$ cat src/sto_pkg.sv
package sto_pkg;
  // clock rate and timing
  localparam int unsigned STO_CLK_HZ = 40000000;
  localparam int unsigned STO_TORQUE_OFF_NS = 1000000;
  localparam int unsigned STO_MON_MS = 20;
  localparam int unsigned STO_TORQUE_OFF_CYC = STO_TORQUE_OFF_NS / 25;
  localparam int unsigned STO_MON_CYC = STO_MON_MS * (STO_CLK_HZ / 1000);
  // channel disagreement time before a channel fault is declared
  localparam int unsigned STO_DISAGREE_US = 10000;
  localparam int unsigned STO_DISAGREE_CYC = STO_DISAGREE_US * (STO_CLK_HZ / 1000000);
  // relay function code meaning "open while torque-off active"
  localparam logic [7:0] STO_RELAY_FN_STO = 8'h0D;
  // fault code of a channel fault
  localparam logic [7:0] STO_FAULT_CHANNEL = 8'h1D;
  // register byte offsets
  localparam logic [7:0] STO_REG_CTRL = 8'h00;
  localparam logic [7:0] STO_REG_STATUS = 8'h04;
  localparam logic [7:0] STO_REG_IRQ_STAT = 8'h08;
  localparam logic [7:0] STO_REG_IRQ_MASK = 8'h0C;
  localparam logic [7:0] STO_REG_RELAY_SEL = 8'h10;
  // ctrl fields
  localparam int STO_CTRL_START_BIT = 0;
  localparam int STO_CTRL_STOP_BIT = 1;
  localparam int STO_CTRL_RESET_BIT = 2;
  localparam int STO_CTRL_SRC_LSB = 4;
  // irq status bits
  localparam int STO_IRQ_ACTIVE_BIT = 0;
  localparam int STO_IRQ_FAULT_BIT = 1;
  localparam int STO_IRQ_CLEAR_BIT = 2;
  // reset values
  localparam logic [2:0] STO_IRQ_MASK_RST = 3'h0;
  localparam logic [7:0] STO_RELAY_FN_RST = 8'h00;
  localparam logic [3:0] STO_SRC_RST = 4'h0;
  // display request codes
  typedef enum logic [1:0] {
    STO_DISP_NORMAL = 2'h0,
    STO_DISP_INHIBIT = 2'h1,
    STO_DISP_TRIP = 2'h2
  } sto_disp_t;
  // drive control state, gray along standby->run->off
  typedef enum logic [1:0] {
    STO_ST_STANDBY = 2'b00,
    STO_ST_RUN = 2'b01,
    STO_ST_OFF = 2'b11
  } sto_state_t;
  // status pack shown to software
  typedef struct packed {
    logic [7:0] fault_code;
    logic [1:0] disp;
    logic [1:0] state;
    logic tripped;
    logic inhibit;
    logic energised;
    logic torque_free;
  } sto_status_t;
endpackage : sto_pkg

$ cat src/sto_ctrl.sv
// Contract
// - energised inputs: standby, start command runs drive
// - de-energised: torque off, coast, off mode
// - leave off mode after reset and re-energise
// - mains on and de-energised: request inhibit display
// - trip display beats inhibit display
// - relay1 select 13 opens relay when active
// - relay2 select 13 opens relay when active
// - channel fault raises trip code 29
// - torque free within 1 ms
// - monitoring status changes within 20 ms
// - fault shown, not-healthy output within 20 ms
// - restart allowed; no restart interlock here
// - torque-off always enabled, never configurable
//
// Implementation choices: register access over AXI4-Lite and the address map.
module sto_ctrl
  import sto_pkg::*;
(
  input wire logic ref_clk,
  input wire logic reset,
  input wire logic sto_ch1,
  input wire logic sto_ch2,
  input wire logic mains_on,
  input wire logic [3:0] start_inputs,
  input wire logic [31:0] s_axi_awaddr,
  input wire logic s_axi_awvalid,
  output logic s_axi_awready,
  input wire logic [31:0] s_axi_wdata,
  input wire logic [3:0] s_axi_wstrb,
  input wire logic s_axi_wvalid,
  output logic s_axi_wready,
  output logic [1:0] s_axi_bresp,
  output logic s_axi_bvalid,
  input wire logic s_axi_bready,
  input wire logic [31:0] s_axi_araddr,
  input wire logic s_axi_arvalid,
  output logic s_axi_arready,
  output logic [31:0] s_axi_rdata,
  output logic [1:0] s_axi_rresp,
  output logic s_axi_rvalid,
  input wire logic s_axi_rready,
  output logic gate_enable,
  output logic drive_run,
  output logic relay1_closed,
  output logic relay2_closed,
  output logic not_healthy,
  output logic [1:0] display_req,
  output logic [7:0] fault_code,
  output logic irq
);

  // synchroniser stages, first stage read only by second
  logic [1:0] ch_s1_q;
  logic [1:0] ch_s2_q;
  always_ff @(posedge ref_clk or posedge reset) begin
    if (reset) begin
      ch_s1_q <= 2'h0;
      ch_s2_q <= 2'h0;
    end else begin
      ch_s1_q <= {sto_ch2, sto_ch1};
      ch_s2_q <= ch_s1_q;
    end
  end

  // energised only when both channels agree high
  wire energised = &ch_s2_q;
  wire disagree = ^ch_s2_q;

  // disagreement timer flags a channel fault
  logic [18:0] dis_cnt_q;
  logic chan_fault_q;
  wire dis_done = (dis_cnt_q == 19'(STO_DISAGREE_CYC - 1));
  always_ff @(posedge ref_clk or posedge reset) begin
    if (reset) begin
      dis_cnt_q <= 19'h0;
    end else if (!disagree) begin
      dis_cnt_q <= 19'h0;
    end else if (!dis_done) begin
      dis_cnt_q <= dis_cnt_q + 19'h1;
    end
  end

  // register decode
  logic [31:0] ctrl_q;
  logic [2:0] irq_stat_q;
  logic [2:0] irq_mask_q;
  logic [7:0] relay1_fn_q;
  logic [7:0] relay2_fn_q;
  logic aw_got_q;
  logic w_got_q;
  logic [7:0] aw_addr_q;
  logic [31:0] w_data_q;
  wire aw_fire = s_axi_awvalid && s_axi_awready;
  wire w_fire = s_axi_wvalid && s_axi_wready;
  wire wr_go = aw_got_q && w_got_q && !s_axi_bvalid;
  wire wr_ctrl = wr_go && (aw_addr_q == STO_REG_CTRL);
  wire wr_stat = wr_go && (aw_addr_q == STO_REG_IRQ_STAT);
  wire wr_mask = wr_go && (aw_addr_q == STO_REG_IRQ_MASK);
  wire wr_relay = wr_go && (aw_addr_q == STO_REG_RELAY_SEL);
  wire wr_hit = wr_ctrl || wr_stat || wr_mask || wr_relay;
  wire cmd_start = wr_ctrl && w_data_q[STO_CTRL_START_BIT];
  wire cmd_stop = wr_ctrl && w_data_q[STO_CTRL_STOP_BIT];
  wire cmd_reset = wr_ctrl && w_data_q[STO_CTRL_RESET_BIT];
  wire [3:0] start_src = ctrl_q[STO_CTRL_SRC_LSB +: 4];

  // start command from the selected source: 0 = register only, n = register or input (n-1) mod 4
  wire src_in = (start_src == 4'h0) ? 1'b0 : start_inputs[2'(start_src - 4'h1)];
  wire start_req = cmd_start || src_in;

  // trip latch, cleared only by fault reset when the fault is gone
  always_ff @(posedge ref_clk or posedge reset) begin
    if (reset) begin
      chan_fault_q <= 1'b0;
    end else if (dis_done) begin
      chan_fault_q <= 1'b1;
    end else if (cmd_reset) begin
      chan_fault_q <= 1'b0;
    end
  end

  // drive state machine; torque-off has no disable path
  sto_state_t st_q;
  sto_state_t st_d;
  always_comb begin
    st_d = st_q;
    case (st_q)
      STO_ST_STANDBY: begin
        if (!energised || chan_fault_q) st_d = STO_ST_OFF;
        else if (start_req) st_d = STO_ST_RUN;
      end
      STO_ST_RUN: begin
        if (!energised || chan_fault_q) st_d = STO_ST_OFF;
        else if (cmd_stop) st_d = STO_ST_STANDBY;
      end
      default: begin
        if (energised && !chan_fault_q && !dis_done) st_d = STO_ST_STANDBY;
      end
    endcase
  end
  always_ff @(posedge ref_clk or posedge reset) begin
    if (reset) st_q <= STO_ST_OFF;
    else st_q <= st_d;
  end

  wire sto_active = (st_d == STO_ST_OFF);
  wire [1:0] disp_d = chan_fault_q ? STO_DISP_TRIP :
                      (mains_on && !energised) ? STO_DISP_INHIBIT :
                      STO_DISP_NORMAL;

  // outputs, all registered; gates off the cycle after de-energise seen
  always_ff @(posedge ref_clk or posedge reset) begin
    if (reset) begin
      gate_enable <= 1'b0;
      drive_run <= 1'b0;
      relay1_closed <= 1'b0;
      relay2_closed <= 1'b0;
      not_healthy <= 1'b1;
      display_req <= STO_DISP_NORMAL;
      fault_code <= 8'h00;
    end else begin
      gate_enable <= (st_d == STO_ST_RUN);
      drive_run <= (st_d == STO_ST_RUN);
      relay1_closed <= !((relay1_fn_q == STO_RELAY_FN_STO) && sto_active);
      relay2_closed <= !((relay2_fn_q == STO_RELAY_FN_STO) && sto_active);
      not_healthy <= chan_fault_q;
      display_req <= disp_d;
      fault_code <= chan_fault_q ? STO_FAULT_CHANNEL : 8'h00;
    end
  end

  // interrupt events: activation, fault, inputs restored
  logic sto_active_q;
  always_ff @(posedge ref_clk or posedge reset) begin
    if (reset) sto_active_q <= 1'b1;
    else sto_active_q <= sto_active;
  end
  wire [2:0] irq_ev = {(!sto_active && sto_active_q), dis_done, (sto_active && !sto_active_q)};
  wire [2:0] clr_bits = wr_stat ? w_data_q[2:0] : 3'h0;

  // sticky status: set wins over write-one-clear
  always_ff @(posedge ref_clk or posedge reset) begin
    if (reset) irq_stat_q <= 3'h0;
    else irq_stat_q <= (irq_stat_q & ~clr_bits) | irq_ev;
  end
  always_ff @(posedge ref_clk or posedge reset) begin
    if (reset) irq <= 1'b0;
    else irq <= |(((irq_stat_q & ~clr_bits) | irq_ev) & irq_mask_q);
  end

  // software registers
  always_ff @(posedge ref_clk or posedge reset) begin
    if (reset) begin
      ctrl_q <= {24'h0, STO_SRC_RST, 4'h0};
      irq_mask_q <= STO_IRQ_MASK_RST;
      relay1_fn_q <= STO_RELAY_FN_RST;
      relay2_fn_q <= STO_RELAY_FN_RST;
    end else begin
      if (wr_ctrl) ctrl_q <= {24'h0, w_data_q[7:4], 4'h0};
      if (wr_mask) irq_mask_q <= w_data_q[2:0];
      if (wr_relay) begin
        relay1_fn_q <= w_data_q[7:0];
        relay2_fn_q <= w_data_q[15:8];
      end
    end
  end

  // write channel capture, address and data in either order
  always_ff @(posedge ref_clk or posedge reset) begin
    if (reset) begin
      aw_got_q <= 1'b0;
      w_got_q <= 1'b0;
      aw_addr_q <= 8'h00;
      w_data_q <= 32'h0;
      s_axi_awready <= 1'b0;
      s_axi_wready <= 1'b0;
      s_axi_bvalid <= 1'b0;
      s_axi_bresp <= 2'h0;
    end else begin
      s_axi_awready <= !aw_got_q && !aw_fire && !s_axi_bvalid;
      s_axi_wready <= !w_got_q && !w_fire && !s_axi_bvalid;
      if (aw_fire) begin
        aw_got_q <= 1'b1;
        aw_addr_q <= s_axi_awaddr[7:0];
      end
      if (w_fire) begin
        w_got_q <= 1'b1;
        w_data_q <= s_axi_wdata;
      end
      if (wr_go) begin
        aw_got_q <= 1'b0;
        w_got_q <= 1'b0;
        s_axi_bvalid <= 1'b1;
        s_axi_bresp <= wr_hit ? 2'h0 : 2'h2;
      end else if (s_axi_bready) begin
        s_axi_bvalid <= 1'b0;
      end
    end
  end

  // status word
  sto_status_t stat;
  assign stat = '{fault_code: fault_code, disp: display_req, state: st_q,
                  tripped: chan_fault_q, inhibit: sto_active, energised: energised,
                  torque_free: !gate_enable};
  wire [7:0] ra = s_axi_araddr[7:0];
  wire rd_hit = (ra == STO_REG_CTRL) || (ra == STO_REG_STATUS) ||
                (ra == STO_REG_IRQ_STAT) || (ra == STO_REG_IRQ_MASK) ||
                (ra == STO_REG_RELAY_SEL);
  wire [31:0] rd_mux = (ra == STO_REG_CTRL) ? ctrl_q :
                       (ra == STO_REG_STATUS) ? {16'h0, stat} :
                       (ra == STO_REG_IRQ_STAT) ? {29'h0, irq_stat_q} :
                       (ra == STO_REG_IRQ_MASK) ? {29'h0, irq_mask_q} :
                       (ra == STO_REG_RELAY_SEL) ? {16'h0, relay2_fn_q, relay1_fn_q} :
                       32'h0;

  // read channel, one beat after address
  wire ar_fire = s_axi_arvalid && s_axi_arready;
  always_ff @(posedge ref_clk or posedge reset) begin
    if (reset) begin
      s_axi_arready <= 1'b0;
      s_axi_rvalid <= 1'b0;
      s_axi_rdata <= 32'h0;
      s_axi_rresp <= 2'h0;
    end else begin
      s_axi_arready <= !s_axi_rvalid && !ar_fire;
      if (ar_fire) begin
        s_axi_rvalid <= 1'b1;
        s_axi_rdata <= rd_mux;
        s_axi_rresp <= rd_hit ? 2'h0 : 2'h2;
      end else if (s_axi_rready) begin
        s_axi_rvalid <= 1'b0;
      end
    end
  end

  // checks
  chk_gate_off_fast: assert property (@(posedge ref_clk) disable iff (reset)
    !energised |-> ##1 !gate_enable) else $error("gate not off after de-energise");
  chk_run_needs_both: assert property (@(posedge ref_clk) disable iff (reset)
    gate_enable |-> $past(energised)) else $error("gate on without both channels");
  chk_start_runs: assert property (@(posedge ref_clk) disable iff (reset)
    (st_q == STO_ST_STANDBY && energised && !chan_fault_q && start_req) |=> drive_run)
    else $error("start command ignored");
  chk_trip_code: assert property (@(posedge ref_clk) disable iff (reset)
    dis_done |=> ##1 (fault_code == STO_FAULT_CHANNEL && not_healthy))
    else $error("channel fault not reported");
  chk_trip_priority: assert property (@(posedge ref_clk) disable iff (reset)
    chan_fault_q |=> display_req == STO_DISP_TRIP) else $error("trip not displayed");
  chk_inhibit_disp: assert property (@(posedge ref_clk) disable iff (reset)
    (mains_on && !energised && !chan_fault_q) |=> display_req == STO_DISP_INHIBIT)
    else $error("inhibit not shown");
  chk_relay1_open: assert property (@(posedge ref_clk) disable iff (reset)
    (relay1_fn_q == STO_RELAY_FN_STO && !energised) |=> !relay1_closed)
    else $error("relay1 closed while active");
  chk_relay2_open: assert property (@(posedge ref_clk) disable iff (reset)
    (relay2_fn_q == STO_RELAY_FN_STO && !energised) |=> !relay2_closed)
    else $error("relay2 closed while active");
  chk_exit_needs: assert property (@(posedge ref_clk) disable iff (reset)
    (st_q == STO_ST_OFF && $past(st_q) == STO_ST_OFF && st_d != STO_ST_OFF) |->
    (energised && !chan_fault_q)) else $error("left off mode too early");
  chk_status_flag: assert property (@(posedge ref_clk) disable iff (reset)
    $fell(energised) && st_q != STO_ST_OFF |=> irq_stat_q[STO_IRQ_ACTIVE_BIT])
    else $error("monitor status not updated");

endmodule : sto_ctrl

$ cat config.mk
export PLATFORM = sky130hd
export DESIGN_NAME = sto_ctrl
export DESIGN_NICKNAME = d
export VERILOG_FILES = /design/src/sto_pkg.sv /design/src/sto_ctrl.sv
export SDC_FILE = /design/constraint.sdc
export NUM_CORES = 1
export LEC_CHECK = 0
export BUFFER_PORTS_ARGS = -buffer_cell sky130_fd_sc_hd__buf_2
export CAP_MARGIN = 20
export CORE_ASPECT_RATIO = 1.4
export CORE_MARGIN = 2
export CORE_UTILIZATION = 45
export CTS_CLUSTER_SIZE = 16
export DETAILED_ROUTE_END_ITERATION = 8
export GPL_TIMING_DRIVEN = 1
export HOLD_SLACK_MARGIN = 0.12
export PLACE_DENSITY = 0.76
export SLEW_MARGIN = 20
export SYNTH_ARGS = -nofsm -noshare
export SYNTH_HDL_FRONTEND = slang
export SYNTH_SLANG_ARGS = --single-unit
$ cat constraint.sdc
create_clock -name ref_clk -period 3.4 [get_ports ref_clk]
set_input_delay 0.51 -clock ref_clk [delete_from_list [all_inputs] [get_ports ref_clk]]
set_output_delay 0.51 -clock ref_clk [all_outputs]
set_load 0.1 [all_outputs]
* Yosys cells after proc, flatten, opt, wreduce, memory -nomap -nowiden
Cells that the tools add are included.
** Operators by class
- Bitwise gates (word level) :: 4
- Multiplexer cells :: 32
- $add $sub $neg :: 2
- Equal/unequal tests :: 14
- Magnitude comparators :: 1
- Reduce and logical (&&, ||, !) cells :: 60
** Operator list (number)
- 2-to-1 mux 16 bit :: 5
- == test 8 x 4 -> 1 bit, second input constant :: 6
- 2-to-1 mux 19 bit :: 2
- logical AND 1 bit :: 24
- adder 19 x 1 -> 19 bit, second input constant :: 1
- == test 19 bit, second input constant :: 1
- == test 8 x 5 -> 1 bit, second input constant :: 2
- logical NOT 8 bit :: 2
- 2-to-1 mux 2 bit :: 8
- logical NOT 1 bit :: 15
- 2-to-1 mux 1 bit :: 13
- nonzero test 2 bit :: 5
- logical OR 1 bit :: 9
- == test 8 x 3 -> 1 bit, second input constant :: 1
- AND 3 bit :: 2
- 2-to-1 mux 5 bit :: 1
- == test 2 x 1 -> 1 bit, second input constant :: 2
- logical NOT 4 bit :: 1
- case mux 2 bit (2 select lines) :: 1
- less-than comparator 2 x 3 -> 1 bit, second input constant :: 1
- 2-to-1 mux 3 bit :: 1
- inverter 3 bit :: 1
- bitwise OR 3 bit :: 1
- OR reduction 3 bit :: 1
- 7 further kinds :: 7
** Word-level totals
- Flip-flop bits (word level) :: 132
- Logic and storage cells :: 143

* Longest topological paths before layout
Gate-level depths: netlist (run 1).
- Word-level depth :: 14
- Mapped depth :: 7
- Depth with buffers taken out :: 7

* Least setup slack after synthesis (run 1)
OpenSTA, ideal clock, no wires.
- Kind :: reg2reg
- Start :: reg s_axi_bvalid
- End :: reg irq
- Arrival :: 2.084 ns
- Stages on the path, launching flop included :: 6
- Setup slack :: 1.173 ns
- Cell sequence :: dfrtp_1 nand3b_1 o41ai_1 nor2_1 a2111oi_2 o211ai_1
** Between the ends
- Longest elaborated chain between the ends :: 14
- Elaborated cells on any way between the ends :: 22
- Those cells by class :: eq/ne (1); mux (6); bitwise (4); reduce/logical (11)
** Ends and longest elaborated chain
- start, declared :: line sto_ctrl.sv:34 : output logic s_axi_bvalid,
- start signal, assigned :: line sto_ctrl.sv:217 : s_axi_bvalid <= 1'b0;
- start signal, assigned :: line sto_ctrl.sv:233 : s_axi_bvalid <= 1'b1;
- start signal, assigned :: line sto_ctrl.sv:236 : s_axi_bvalid <= 1'b0;
- logical NOT 1 bit * :: line sto_ctrl.sv:96 : wire wr_go = aw_got_q && w_got_q && !s_axi_bvalid;
- logical AND 1 bit * :: line sto_ctrl.sv:96
- logical AND 1 bit :: line sto_ctrl.sv:97 : wire wr_ctrl = wr_go && (aw_addr_q == STO_REG_CTRL);
- logical AND 1 bit :: line sto_ctrl.sv:102 : wire cmd_start = wr_ctrl && w_data_q[STO_CTRL_START_BIT];
- logical OR 1 bit :: line sto_ctrl.sv:109 : wire start_req = cmd_start || src_in;
- 2-to-1 mux 2 bit :: line sto_ctrl.sv:130 : else if (start_req) st_d = STO_ST_RUN;
- 2-to-1 mux 2 bit :: line sto_ctrl.sv:129 : if (!energised || chan_fault_q) st_d = STO_ST_OFF;
- case mux 2 bit (2 select lines) :: line sto_ctrl.sv:127 : case (st_q)
- == test 2 bit :: line sto_ctrl.sv:146 : wire sto_active = (st_d == STO_ST_OFF);
- logical NOT 1 bit :: line sto_ctrl.sv:178 : wire [2:0] irq_ev = {(!sto_active && sto_active_q), dis_done, (sto_active && !sto_active_q)};
- logical AND 1 bit :: line sto_ctrl.sv:178
- bitwise OR 3 bit * :: line sto_ctrl.sv:188 : else irq <= |(((irq_stat_q & ~clr_bits) | irq_ev) & irq_mask_q);
- AND 3 bit * :: line sto_ctrl.sv:188
- OR reduction 3 bit * :: line sto_ctrl.sv:188
- end signal, assigned :: line sto_ctrl.sv:188
- end, declared :: line sto_ctrl.sv:50 : output logic irq
Mark *: on every way between the ends. The rest lies on a longest branch, timed or not.
A chain may end at the register's enable or synchronous reset.

* Worst setup path after layout (run 1)
- Start :: reg aw_addr_q[1]
- End :: reg irq
** Between the ends
- Longest elaborated chain between the ends :: 13
- Elaborated cells on any way between the ends :: 22
- Those cells by class :: eq/ne (2); mux (6); bitwise (4); reduce/logical (10)
** Ends and longest elaborated chain
- start, declared :: line sto_ctrl.sv:92 : logic [7:0] aw_addr_q;
- start signal, assigned :: line sto_ctrl.sv:224 : aw_addr_q <= s_axi_awaddr[7:0];
- logical NOT 8 bit :: line sto_ctrl.sv:97
- logical AND 1 bit :: line sto_ctrl.sv:97
- logical AND 1 bit :: line sto_ctrl.sv:102
- logical OR 1 bit :: line sto_ctrl.sv:109
- 2-to-1 mux 2 bit :: line sto_ctrl.sv:130
- 2-to-1 mux 2 bit :: line sto_ctrl.sv:129
- case mux 2 bit (2 select lines) :: line sto_ctrl.sv:127
- == test 2 bit :: line sto_ctrl.sv:146
- logical NOT 1 bit :: line sto_ctrl.sv:178
- logical AND 1 bit :: line sto_ctrl.sv:178
- bitwise OR 3 bit * :: line sto_ctrl.sv:188
- AND 3 bit * :: line sto_ctrl.sv:188
- OR reduction 3 bit * :: line sto_ctrl.sv:188
Marked as above.

==> summary by stage, run 1 <==
Yosys
During synthesis, Yosys emitted a total of 0 warnings. After synthesis, the cell types taking the most area are sky130_fd_sc_hd__dfrtp_1 52%, sky130_fd_sc_hd__mux2_2 9.9%, sky130_fd_sc_hd__buf_4 4.5%. After synthesis the cells add up to 5020 um^2. The number of flops mapped to enable cells by yosys is 0. The synthesized area per cell is 11.7 um^2.

For this run, the leading register cell type out of synthesis is sky130_fd_sc_hd__dfrtp_1. After synthesis, the netlist uses 62 different library cells. The largest area contributor in the netlist is sky130_fd_sc_hd__dfrtp_1. The share of the synthesized area in the top cell type is 52.4%. In the synthesized netlist, the number of instances is 429. The flop and latch count out of synthesis is 109. For this run, asynchronously set or reset flops after synthesis account for 100%.

For this run, the register share of the synthesized area comes to 54.5%.

Routing
In the routed design, unresolved DRC markers number 0. The number of search-and-repair iterations in the first detailed-routing pass is 4. The routed via count divided by cell count is 5.31. Summed over all layers, the routed wires come to 10.0 mm. After detailed routing, the average wire length per cell comes to 15.3 um. For this block, the initial DRC count from the detailed router was 157. The residual antenna-violating net count after detailed routing is 0. The overall via count from detail_route is 3467.

Clock tree
The number of CTS-inserted buffers is 9. The TritonCTS clock tree is built. The root buffer cell chosen for the clock tree is sky130_fd_sc_hd__clkbuf_16.

The later pin in the worst-skew pair is clocked with a latency of 0.34 ns. The clock tree synthesis step divided the H-tree into 3 levels. The tree built by TritonCTS fans out to 109 sinks.

After clock tree synthesis, the repair step resized 0 gates. The post-CTS setup-driven buffer insertion count is 0. In this run, post-CTS hold repair placed 0 buffers. The maximum root-to-sink buffer count is 2. The clock transition at the register clock pins on the worst setup and hold paths after CTS is 0.07 ns.

Power
The share of power burned in the clock network is 26.5%. Summed over all cells, the static leakage comes to 2.74 nW. The share of total power in sequential cells is 44.9%. The switching power total is 1.52 mW. Combinational cells account for 28.6% of the total power. The worst ir drop on vdd is 0.235 mV. The power per cell area is 708 nW/um^2. The switching share of total power is 37.1%. The internal power contribution is 2.57 mW.

Finish
The library cells used most frequently in the layout, excluding fill and tap cells, are 105 x sky130_fd_sc_hd__dfrtp_1, 80 x sky130_fd_sc_hd__buf_2, 44 x sky130_fd_sc_hd__mux2_2. Relative to the synthesized area, the layout overhead comes to 14.9%. The post-route netlist has 32.0% of its cells at a drive strength greater than 1.

The number of fill cells in the layout is 965. The net count reported at finish is 624. The most common library cell in the layout ignoring fill and taps is sky130_fd_sc_hd__dfrtp_1.

The number of antenna diodes in the final layout is 0.

Die
The floorplan step defined a die boundary enclosing 12000 um^2. The starting density of the core is 46.2%. The number of primary I/O pins is 171. The die boundary width is 93.3 um.

The die is 129 um tall. The total area inside the core boundary comes to 10900 um^2. In this run the core area contains 45 standard-cell rows.

Timing
Setup repair after global routing left no endpoint under its margin. Based on the critical path, the design can be clocked at up to 444 MHz. The number of setup violations in the final report is 0. Final hold analysis gives a worst-case slack of 0.274 ns. The worst-margin pin slew is 0.786 ns. In this run the tightest slew margin relative to its limit is 47.6%. The final count of pins violating max slew is 0.

In the finished design, the share of the clock period the worst path needs comes to 66.3%. Between clock sinks in the finished design, the worst skew comes to 0.00761 ns. Setup total negative slack on the finished layout was measured at 0 ns.

Counting I/O delays and the setup requirement, the final critical path takes 2.25 ns. The hold violation total from the final report is 0.

GRT
The number of antenna violations at the first check in global routing is 0. The first global-routing pass estimated 16.6 mm of wire. The global-route congestion overflow total is 0. Global routing used 17.6% of the available tracks. The via count of the first global-routing pass is 3437. The maximum number of pins on one net before global-route repair is 67.

Place
The count of buffers added on input and output ports is 80. The wire-length estimate of the detail-placed layout is 7.43 mm. The placer's final routability congestion estimate is 0.796.

Worst setup path
The critical path data required time is 3.60 ns. STA classifies the critical path endpoint as a flip-flop. In this run the worst path has a maximum fanout of 5. The setup path with the least slack is of type flip-flop to flip-flop. The arrival time of data at the critical path endpoint is 2.45 ns. The element type at the critical path start is a flip-flop.

Hold path
The class of the tightest hold or removal check is input port to flip-flop.

Outcome
The flow ran to the end, and the final reports show no timing, DRC or antenna violations.

Job
The number of max-capacitance violations reported is 0.
## routing by layer
layer / GRT usage [%] / vias to the layer above / part of all wire [%]
li1: - / 1634 / -
met2: 31.0 / 110 / 54
met3: 3.40 / 17 / 4.6
met1: 20.6 / 1706 / 39
met5: 0 / - / 0
met4: 8.39 / 0 / 2.4
## flip-flops by register name, indices dropped and copies added, names as in the netlist, 2 cells and up
| register | count |
|---|---|
| relay1_fn_q | 8 |
| ch_s1_q | 2 |
| dis_cnt_q | 19 |
| irq_stat_q | 3 |
| ctrl_q | 4 |
| ch_s2_q | 2 |
| st_q | 2 |
| w_data_q | 16 |
| aw_addr_q | 8 |
| s_axi_rdata | 16 |
| relay2_fn_q | 8 |
| irq_mask_q | 3 |
## cell usage after synthesis, types with 6 or more instances
cell	instances
sky130_fd_sc_hd__dfrtp_1	105
sky130_fd_sc_hd__mux2_2	44
sky130_fd_sc_hd__nand2_1	42
sky130_fd_sc_hd__buf_4	30
sky130_fd_sc_hd__and2_1	17
sky130_fd_sc_hd__nor2_1	17
sky130_fd_sc_hd__o21ai_0	15
sky130_fd_sc_hd__inv_1	13
sky130_fd_sc_hd__a21oi_1	12
sky130_fd_sc_hd__nand3_1	12
sky130_fd_sc_hd__xnor2_1	12
sky130_fd_sc_hd__clkbuf_1	7
sky130_fd_sc_hd__nand4_1	7
sky130_fd_sc_hd__and3_1	6
## area by class of cell
cell class / count / area [um^2] / area share (%)
Inverter: 13 / 51.3 / 0.890
Multi-Input combinational cell: 290 / 2050 / 35.6
Tap cell: 141 / 176 / 3.06
Clock buffer: 12 / 267 / 4.62
Clock inverter: 4 / 53.8 / 0.933
Timing Repair Buffer: 84 / 430 / 7.47
Sequential cell: 109 / 2730 / 47.4
## final timing paths
check	startpoint	end	slack [ns]	cells past startpoint
max	aw_addr_q[1]$_DFFE_PP0P_	irq$_DFF_PP0_	1.15	5
min	sto_ch1	ch_s1_q[0]$_DFF_PP0_	0.27	1
max reg2reg	aw_addr_q[1]$_DFFE_PP0P_	irq$_DFF_PP0_	1.15	5
min reg2reg	ch_s1_q[1]$_DFF_PP0_	ch_s2_q[1]$_DFF_PP0_	0.36	0
max in group asynchronous	reset	dis_cnt_q[17]$_DFFE_PP0P_	2.33	3
min in group asynchronous	reset	ch_s1_q[0]$_DFF_PP0_	0.31	2
## power groups by stage
stage / Sequential [mW] / Clock, mW / Combinational, mW
finish: 1.83 / 1.08 / 1.17
CTS: 1.83 / 1.11 / 1.18
global route: 1.87 / 1.17 / 1.24
detailed placement: 1.86 / 0 / 1.18
global placement: 1.84 / 0 / 1.15
floorplan: 2.16 / 0 / 0.613
## metrics by stage
| stage | cell area [um^2] | total power, mW | util (%) | setup slack [ns] | std cells |
|---|---|---|---|---|---|
| finish | 5760 | 4.08 | 53.0 | 1.15 | 653 |
| global route | 5760 | 4.28 | 53.0 | 1.10 | 653 |
| CTS | 5760 | 4.13 | 53.0 | 1.17 | 653 |
| detailed placement | 5440 | 3.03 | 50.1 | 0.961 | 637 |
| global placement | 5440 | 2.99 | 50.1 | 1.02 | 637 |
| floorplan | 5100 | 2.78 | - | 0.0227 | 450 |
## worst max-delay path, cell delays in order, from the launching register on
cell and delay, ns:
sky130_fd_sc_hd__dfrtp_1 0.38, sky130_fd_sc_hd__or4_4 0.60, sky130_fd_sc_hd__o41ai_1 0.52, sky130_fd_sc_hd__nor2_1 0.11, sky130_fd_sc_hd__a2111oi_2 0.34, sky130_fd_sc_hd__o211ai_1 0.16
## cell families after synthesis
logic type / synth area share, %
other: 0.0747
AND/OR/NAND/NOR: 16.8
flip-flops: 54.5
AO/OA/AOI/OAI: 8.33
buffers and inverters: 6.21
adder cells (fa/ha/maj): 0.748
multiplexers: 10.9
XOR/XNOR: 2.44
Note: power is estimated with default switching activity, not from simulation.
==> run 2, diff against run 1 <==
Clock period 3.4 ns to 1.8 ns, I/O delays scaled along.
==> run 2 against run 1 <==
First-iteration DRC count fell by 1.3%. Worst hold slack got worse by 0.13 ns. Clock skew decreased by 0.0017 ns. Maximum frequency increased by 10%. Largest cell class unchanged. Cell area grew 11%. Global-route usage grew 0.63 points. The run now ends with setup timing left. Via count increased by 6.8%. Core utilization increased by 5.8 points. Clock power increased by 110%. Setup slack worse by 1.4 ns.
==> summary by stage, run 2 (synthesis gave the netlist of run 1 again) <==
Outcome
Run status: finished, violations left (was finished clean). The checks that failed: setup timing.

Clock tree
The root buffer cell is sky130_fd_sc_hd__clkbuf_16 (unchanged). The number of clock sinks seen by CTS is 109 (unchanged). The clock transition at the register clock pins on the worst setup and hold paths after CTS is 0.07 ns (about the same). The maximum root-to-sink buffer count is 2 (unchanged). The maximum level of the CTS H-tree came to 3 (unchanged). The number of CTS-inserted buffers is 9 (unchanged).

The latest clock arrival within the worst-skew pair is 0.36 ns (was 0.34 ns). The TritonCTS clock tree is built (unchanged).

Finish
The net count reported at finish was 680 (was 624). The multi-input gate area in the final layout is 2190 um^2 (was 2050 um^2). Commonest cells after routing, fill and taps aside: 102 x sky130_fd_sc_hd__dfrtp_1, 80 x sky130_fd_sc_hd__buf_2, 48 x sky130_fd_sc_hd__buf_4 (was 105 x sky130_fd_sc_hd__dfrtp_1, 80 x sky130_fd_sc_hd__buf_2, 44 x sky130_fd_sc_hd__mux2_2).

The final antenna diode count is 0 (unchanged). The number of flip-flops in the largest register came to 19 (unchanged). The register with the most flip-flops was dis_cnt_q (unchanged). The footprint of the flip-flops and latches is 2740 um^2 (was 2730 um^2). The number of fill cells in the layout is 874 (was 965). The synthesis-to-layout area growth came to 27.4% (was 14.9%). The most common library cell in the layout ignoring fill and taps is sky130_fd_sc_hd__dfrtp_1 (unchanged).

Largest registers: dis_cnt_q x19, s_axi_rdata x16, w_data_q x16 (unchanged). The final instance area is 6390 um^2 (was 5760 um^2). The core occupancy in the finished layout is 58.8% (was 53.0%). The fraction of final layout cells sized beyond drive strength 1 is 40.8% (was 32.0%).

Worst setup path
The arrival time of data at the critical path endpoint is 2.29 ns (was 2.45 ns). The classification of the worst setup path was flip-flop to flip-flop (unchanged). The critical path data required time was 2.05 ns (was 3.60 ns).

The largest fanout on the critical path came to 5 (unchanged). The element type at the critical path start was a flip-flop (unchanged). The launch point of the critical path is aw_addr_q[1]$_DFFE_PP0P_ (unchanged). The type of element capturing the critical path is a flip-flop (unchanged). The capture instance of the worst register-to-register path is drive_run$_DFF_PP0_ (was irq$_DFF_PP0_).

The worst setup path endpoint was drive_run$_DFF_PP0_ (was irq$_DFF_PP0_). The reg-to-reg setup timing slack is -0.24 ns (was 1.15 ns). The worst flop-to-flop path startpoint is aw_addr_q[1]$_DFFE_PP0P_ (unchanged). The logic depth of the worst register-to-register path is 7 (was 5).

Die
The die area is 12000 um^2 (unchanged). The starting density of the core is 46.2% (unchanged). The die boundary width is 93.3 um (unchanged).

The core area is 10900 um^2 (unchanged). The number of cell rows is 45 (unchanged). The number of primary I/O pins is 171 (unchanged). The height of the die was 129 um (unchanged).

Hold path
The hold path depth is 2 (was 1). The class of the tightest hold or removal check is input port to flip-flop (unchanged).

Power
The power per cell area is 1300 nW/um^2 (was 708 nW/um^2). The internal power contribution is 5.22 mW (was 2.57 mW). The proportion of power drawn by combinational gates is 31.7% (was 28.6%).

The switching power total is 3.06 mW (was 1.52 mW). The share of power burned in the clock network came to 27.3% (was 26.5%). The cell leakage power was 3.08 nW (was 2.74 nW). The switching share of total power was 37.0% (was 37.1%).

The worst ir drop on vdd is 0.538 mV (was 0.235 mV). The share of total power in sequential cells is 41.0% (was 44.9%).

Place
The instance area after placement came to 5810 um^2 (was 5440 um^2). The count of buffers from port buffering is 80 (unchanged). The placer's final routability congestion estimate is 0.842 (was 0.796). The total half-perimeter wirelength after legalization and detailed placement is 7.91 mm (was 7.43 mm).

Routing
The number of search-and-repair iterations in the first detailed-routing pass came to 4 (unchanged). The routed via count divided by cell count is 5.22 (was 5.31). The final routed wire length divided by cell count is 15.5 um (was 15.3 um).

The count of routing violations after the opening detailed-route iteration is 155 (was 157). The number of design rule violations left after detail routing is 0 (unchanged). The residual antenna-violating net count after detailed routing is 0 (unchanged). The overall via count from detail_route came to 3703 (was 3467). The wire length reported by the detailed router is 11.0 mm (was 10.0 mm).

Timing
The hold violation total from the final report came to 0 (unchanged). The post-route worst setup slack is -0.240 ns (was 1.15 ns). The number of setup violations in the final report was 27 (was 0). The final clock period utilization by the worst path is 113% (was 66.3%). The setup skew after layout is 0.00591 ns (was 0.00761 ns). The maximum achievable frequency is 490 MHz (was 444 MHz). The final count of pins violating max slew is 0 (unchanged). Unrepaired setup endpoints after global routing: yes (was no). The final period demand of the worst path is 2.04 ns (was 2.25 ns). The worst slew margin relative to its limit is 66.2% (was 47.6%).

The worst-margin pin slew is 0.505 ns (was 0.786 ns).

GRT
The number of antenna violations at the first check in global routing came to 0 (unchanged). The global-route congestion overflow total is 0 (unchanged). The maximum number of pins on one net before global-route repair is 59 (was 67).

The via count of the first global-routing pass is 3658 (was 3437). The global-route wire length before repair came to 17.0 mm (was 16.6 mm). The overall fraction of global-route tracks in use is 18.3% (was 17.6%).

Job
The number of max-capacitance violations reported came to 0 (unchanged).
## run 2: changes by cell type in the layout (fill, tap and decap cells not counted), sizes merged
cell	previous run	this run
nand3	13	14
clkinvlp	2	1
clkinv	0	1
buf	84	134
dlygate4sd3	0	5
bufinv	1	3
clkbuf	12	11
inv	14	13
## run 2: through the flow
stage	total power, mW	setup TNS [ns]	setup WS (ns)	instances	hold WS, ns
after floorplan	5.26	-1.25	-0.139	450	0.301
after global placement	5.82	-3.46	-0.147	680	0.179
after detailed placement	5.91	-5.11	-0.187	680	0.180
after CTS	8.17	-4.53	-0.206	702	0.140
after global routing	8.64	-5.95	-0.318	709	0.138
final	8.29	-4.78	-0.240	709	0.140
## run 2: cell type report
class / count / share of cell area, %
clock buffers: 11 / 3.64
clock inverters: 5 / 1.68
inverters: 13 / 0.822
multi-input cells: 291 / 34.3
flip-flops and latches: 109 / 42.8
well taps: 141 / 2.76
repair buffers: 139 / 14.0
## run 2: critical path, cell delays in order (launching register included)
cell and delay, ns:
sky130_fd_sc_hd__dfrtp_1 0.38, sky130_fd_sc_hd__or4_4 0.62, sky130_fd_sc_hd__nor3_4 0.22, sky130_fd_sc_hd__buf_6 0.16, sky130_fd_sc_hd__buf_6 0.11, sky130_fd_sc_hd__and3b_2 0.22
sky130_fd_sc_hd__a211o_1 0.16, sky130_fd_sc_hd__nor2_1 0.05
## run 2: per-layer routing
layer	vias up	wire, um	part of all wire (%)	global-route usage [%]
met2	96	5950	54	33.4
met3	13	448	4.1	3.63
met5	-	0	0	0
met1	1838	4340	40	20.1
met4	0	231	2.1	8.56
li1	1756	-	-	-
## run 2: worst min-delay path by stage
stage	slack, ns	end	startpoint
finish	0.14	w_data_q[13]$_DFFE_PP0P_	s_axi_wdata[13]
global route	0.14	w_data_q[13]$_DFFE_PP0P_	s_axi_wdata[13]
CTS	0.14	w_data_q[14]$_DFFE_PP0P_	s_axi_wdata[14]
detailed placement	0.18	dis_cnt_q[16]$_DFFE_PP0P_	reset
global placement	0.18	dis_cnt_q[16]$_DFFE_PP0P_	reset
floorplan	0.30	ch_s1_q[0]$_DFF_PP0_	sto_ch1
## run 2: power groups by stage
stage	combinational [mW]	clock, mW	sequential (mW)
2_1_floorplan	1.16	0	4.10
3_5_place_dp	2.47	0	3.44
4_1_cts	2.50	2.29	3.39
3_3_place_gp	2.41	0	3.40
6_report	2.62	2.27	3.40
5_1_grt	2.77	2.40	3.46
## run 2: timing repair
item | 4_1_cts | 5_1_grt
endpoints found under the setup margin | 29 | 38
pin swaps | 4 | 4
setup buffers | 1 | 6
hold buffers | 5 | 0
gates resized for setup | 6 | 26
endpoints found under the hold margin | 109 | 0
gates cloned | 0 | 1
==> run 3, diff against run 2 <==
Settings changed: CORE_ASPECT_RATIO 1.4 to 0.9.
==> run 3 against run 2 <==
The run still ends with setup timing left. Critical path depth down 2. Maximum frequency shrank 1.8%. Wire length down 2.1%. Core utilization down 1.5 points.
==> summary by stage, run 3 (synthesis gave the netlist of run 1 again) <==
Routing
The wire length reported by the detailed router is 10.7 mm (was 11.0 mm). The number of search-and-repair iterations in the first detailed-routing pass came to 5 (was 4). The routed via count divided by cell count is 5.13 (was 5.22). The residual antenna-violating net count after detailed routing came to 0 (unchanged). The number of design rule violations left after detail routing was 0 (unchanged). The overall via count from detail_route is 3644 (was 3703). The count of routing violations after the opening detailed-route iteration was 218 (was 155). The final routed wire length divided by cell count is 15.1 um (was 15.5 um).

Finish
The most common library cell in the layout ignoring fill and taps is sky130_fd_sc_hd__dfrtp_1 (unchanged). The number of flip-flops in the largest register is 19 (unchanged). The synthesis-to-layout area growth is 24.0% (was 27.4%). Commonest cells after routing, fill and taps aside: 103 x sky130_fd_sc_hd__dfrtp_1, 80 x sky130_fd_sc_hd__buf_2, 44 x sky130_fd_sc_hd__mux2_2 (was 102 x sky130_fd_sc_hd__dfrtp_1, 80 x sky130_fd_sc_hd__buf_2, 48 x sky130_fd_sc_hd__buf_4). The net count reported at finish is 670 (was 680). Largest registers: dis_cnt_q x19, s_axi_rdata x16, w_data_q x16 (unchanged). The register with the most flip-flops was dis_cnt_q (unchanged).

The final antenna diode count is 0 (unchanged). The number of fill cells in the layout came to 871 (was 874). The multi-input gate area in the final layout is 2120 um^2 (was 2190 um^2).

The final instance area came to 6220 um^2 (was 6390 um^2). The footprint of the flip-flops and latches is 2740 um^2 (about the same). The fraction of final layout cells sized beyond drive strength 1 was 38.9% (was 40.8%).

Job
The number of max-capacitance violations reported is 0 (unchanged).

Die
The height of the die is 104 um (was 129 um). The core area is 10900 um^2 (about the same). The die boundary width is 115 um (was 93.3 um).

The starting density of the core is 46.2% (about the same). The die area is 12000 um^2 (about the same). The number of cell rows came to 36 (was 45). The number of primary I/O pins is 171 (unchanged).

Worst setup path
The largest fanout on the critical path is 5 (unchanged). The classification of the worst setup path is flip-flop to flip-flop (unchanged). The element type at the critical path start is a flip-flop (unchanged).

The critical path data required time was 2.01 ns (was 2.05 ns). The type of element capturing the critical path is a flip-flop (unchanged). The arrival time of data at the critical path endpoint is 2.28 ns (was 2.29 ns).

Timing
The post-route worst hold slack is 0.144 ns (was 0.140 ns). The final clock period utilization by the worst path is 115% (was 113%). The worst slew margin relative to its limit came to 66.3% (was 66.2%). The setup skew after layout is 0.0114 ns (was 0.00591 ns). Unrepaired setup endpoints after global routing: yes (unchanged). The worst-margin pin slew came to 0.506 ns (was 0.505 ns). The maximum achievable frequency is 481 MHz (was 490 MHz). The final count of pins violating max slew is 0 (unchanged). The hold violation total from the final report was 0 (unchanged). The post-route worst setup slack is -0.278 ns (was -0.240 ns).

The number of setup violations in the final report was 28 (was 27). The final period demand of the worst path was 2.08 ns (was 2.04 ns). The final total negative setup slack is -5.53 ns (was -4.78 ns).

Outcome
Failing checks: setup timing (unchanged). Run status: finished, violations left (unchanged).

Power
The switching power total is 3.11 mW (was 3.06 mW). The cell leakage power is 3.00 nW (was 3.08 nW). The worst ir drop on vdd was 0.538 mV (about the same). The share of power burned in the clock network is 24.8% (was 27.3%). The share of total power in sequential cells is 42.9% (was 41.0%). The power per cell area came to 1270 nW/um^2 (was 1300 nW/um^2). The switching share of total power is 39.2% (was 37.0%).

The proportion of power drawn by combinational gates is 32.3% (was 31.7%). The internal power contribution is 4.82 mW (was 5.22 mW).

Place
The placer's final routability congestion estimate came to 0.774 (was 0.842). The instance area after placement is 5790 um^2 (was 5810 um^2). The count of buffers from port buffering came to 80 (unchanged).

The total half-perimeter wirelength after legalization and detailed placement is 7.68 mm (was 7.91 mm). The worst-case setup slack after placement is -0.306 ns (was -0.187 ns).

GRT
The overall fraction of global-route tracks in use came to 18.9% (was 18.3%). The maximum number of pins on one net before global-route repair was 72 (was 59). The via count of the first global-routing pass is 3631 (was 3658). The global-route congestion overflow total came to 0 (unchanged).

The global-route wire length before repair was 17.7 mm (was 17.0 mm). The number of antenna violations at the first check in global routing came to 0 (unchanged).

Clock tree
The number of CTS-inserted buffers is 9 (unchanged). The clock transition at the register clock pins on the worst setup and hold paths after CTS was 0.09 ns (was 0.07 ns). The maximum level of the CTS H-tree is 3 (unchanged). The TritonCTS clock tree is built (unchanged). The maximum root-to-sink buffer count is 2 (unchanged).

The root buffer cell is sky130_fd_sc_hd__clkbuf_16 (unchanged). The number of clock sinks seen by CTS was 109 (unchanged). The latest clock arrival within the worst-skew pair is 0.35 ns (was 0.36 ns).

Hold path
The class of the tightest hold or removal check is input port to flip-flop (unchanged).
## run 3: final timing paths
kind                                          startpoint                 endpoint  slack, ns  cells after the start
max in group asynchronous                          reset    not_healthy$_DFF_PP1_       0.82                      4
min in group asynchronous                          reset  w_data_q[7]$_DFFE_PP0P_       0.58                      4
worst min-delay path                      s_axi_wdata[8]  w_data_q[8]$_DFFE_PP0P_       0.14                      2
worst max-delay path            aw_addr_q[1]$_DFFE_PP0P_            irq$_DFF_PP0_      -0.28                      5
worst max register to register  aw_addr_q[1]$_DFFE_PP0P_            irq$_DFF_PP0_      -0.28                      5
worst min register to register      ch_s1_q[0]$_DFF_PP0_     ch_s2_q[0]$_DFF_PP0_       0.35                      0
## run 3: through the flow
step | std cells | power (mW) | util, %
final | 710 | 7.93 | 57.3
after global placement | 687 | 5.81 | 53.3
after CTS | 709 | 7.95 | 57.0
after floorplan | 450 | 5.26 | -
after detailed placement | 687 | 5.92 | 53.3
after global routing | 710 | 8.30 | 57.3
## run 3: layout make-up
cell class / instances / share of cell area (%)
Multi-Input combinational cell: 290 / 34.1
Tap cell: 152 / 3.06
Sequential cell: 109 / 44.0
Clock inverter: 7 / 1.25
Timing Repair Buffer: 130 / 13.1
Clock buffer: 9 / 3.62
Inverter: 13 / 0.845
## run 3: power groups by stage
stage	logic (mW)	registers [mW]	clock network (mW)
floorplan	1.16	4.10	0
global placement	2.42	3.38	0
detailed placement	2.49	3.43	0
CTS	2.55	3.40	2.00
global route	2.73	3.48	2.10
finish	2.56	3.40	1.96
## run 3: worst max-delay path, stage by stage, from the launching register on
cell	delay [ns]
sky130_fd_sc_hd__dfrtp_1	0.38
sky130_fd_sc_hd__or4_4	0.60
sky130_fd_sc_hd__nor4_4	0.22
sky130_fd_sc_hd__a41oi_2	0.17
sky130_fd_sc_hd__a2111oi_2	0.39
sky130_fd_sc_hd__o211ai_1	0.17
## run 3: per-layer routing
metal | wire [um] | global-route usage, %
met1 | 4700 | 25.0
met2 | 5290 | 30.2
met3 | 523 | 4.55
met4 | 218 | 6.88
met5 | 0 | 0
## run 3: repair_timing
action,in CTS,in global routing
pin swaps,2,4
endpoints found under the setup margin,28,36
setup buffers,1,1
hold buffers,5,0
resized for setup,6,9
endpoints found under the hold margin,109,0
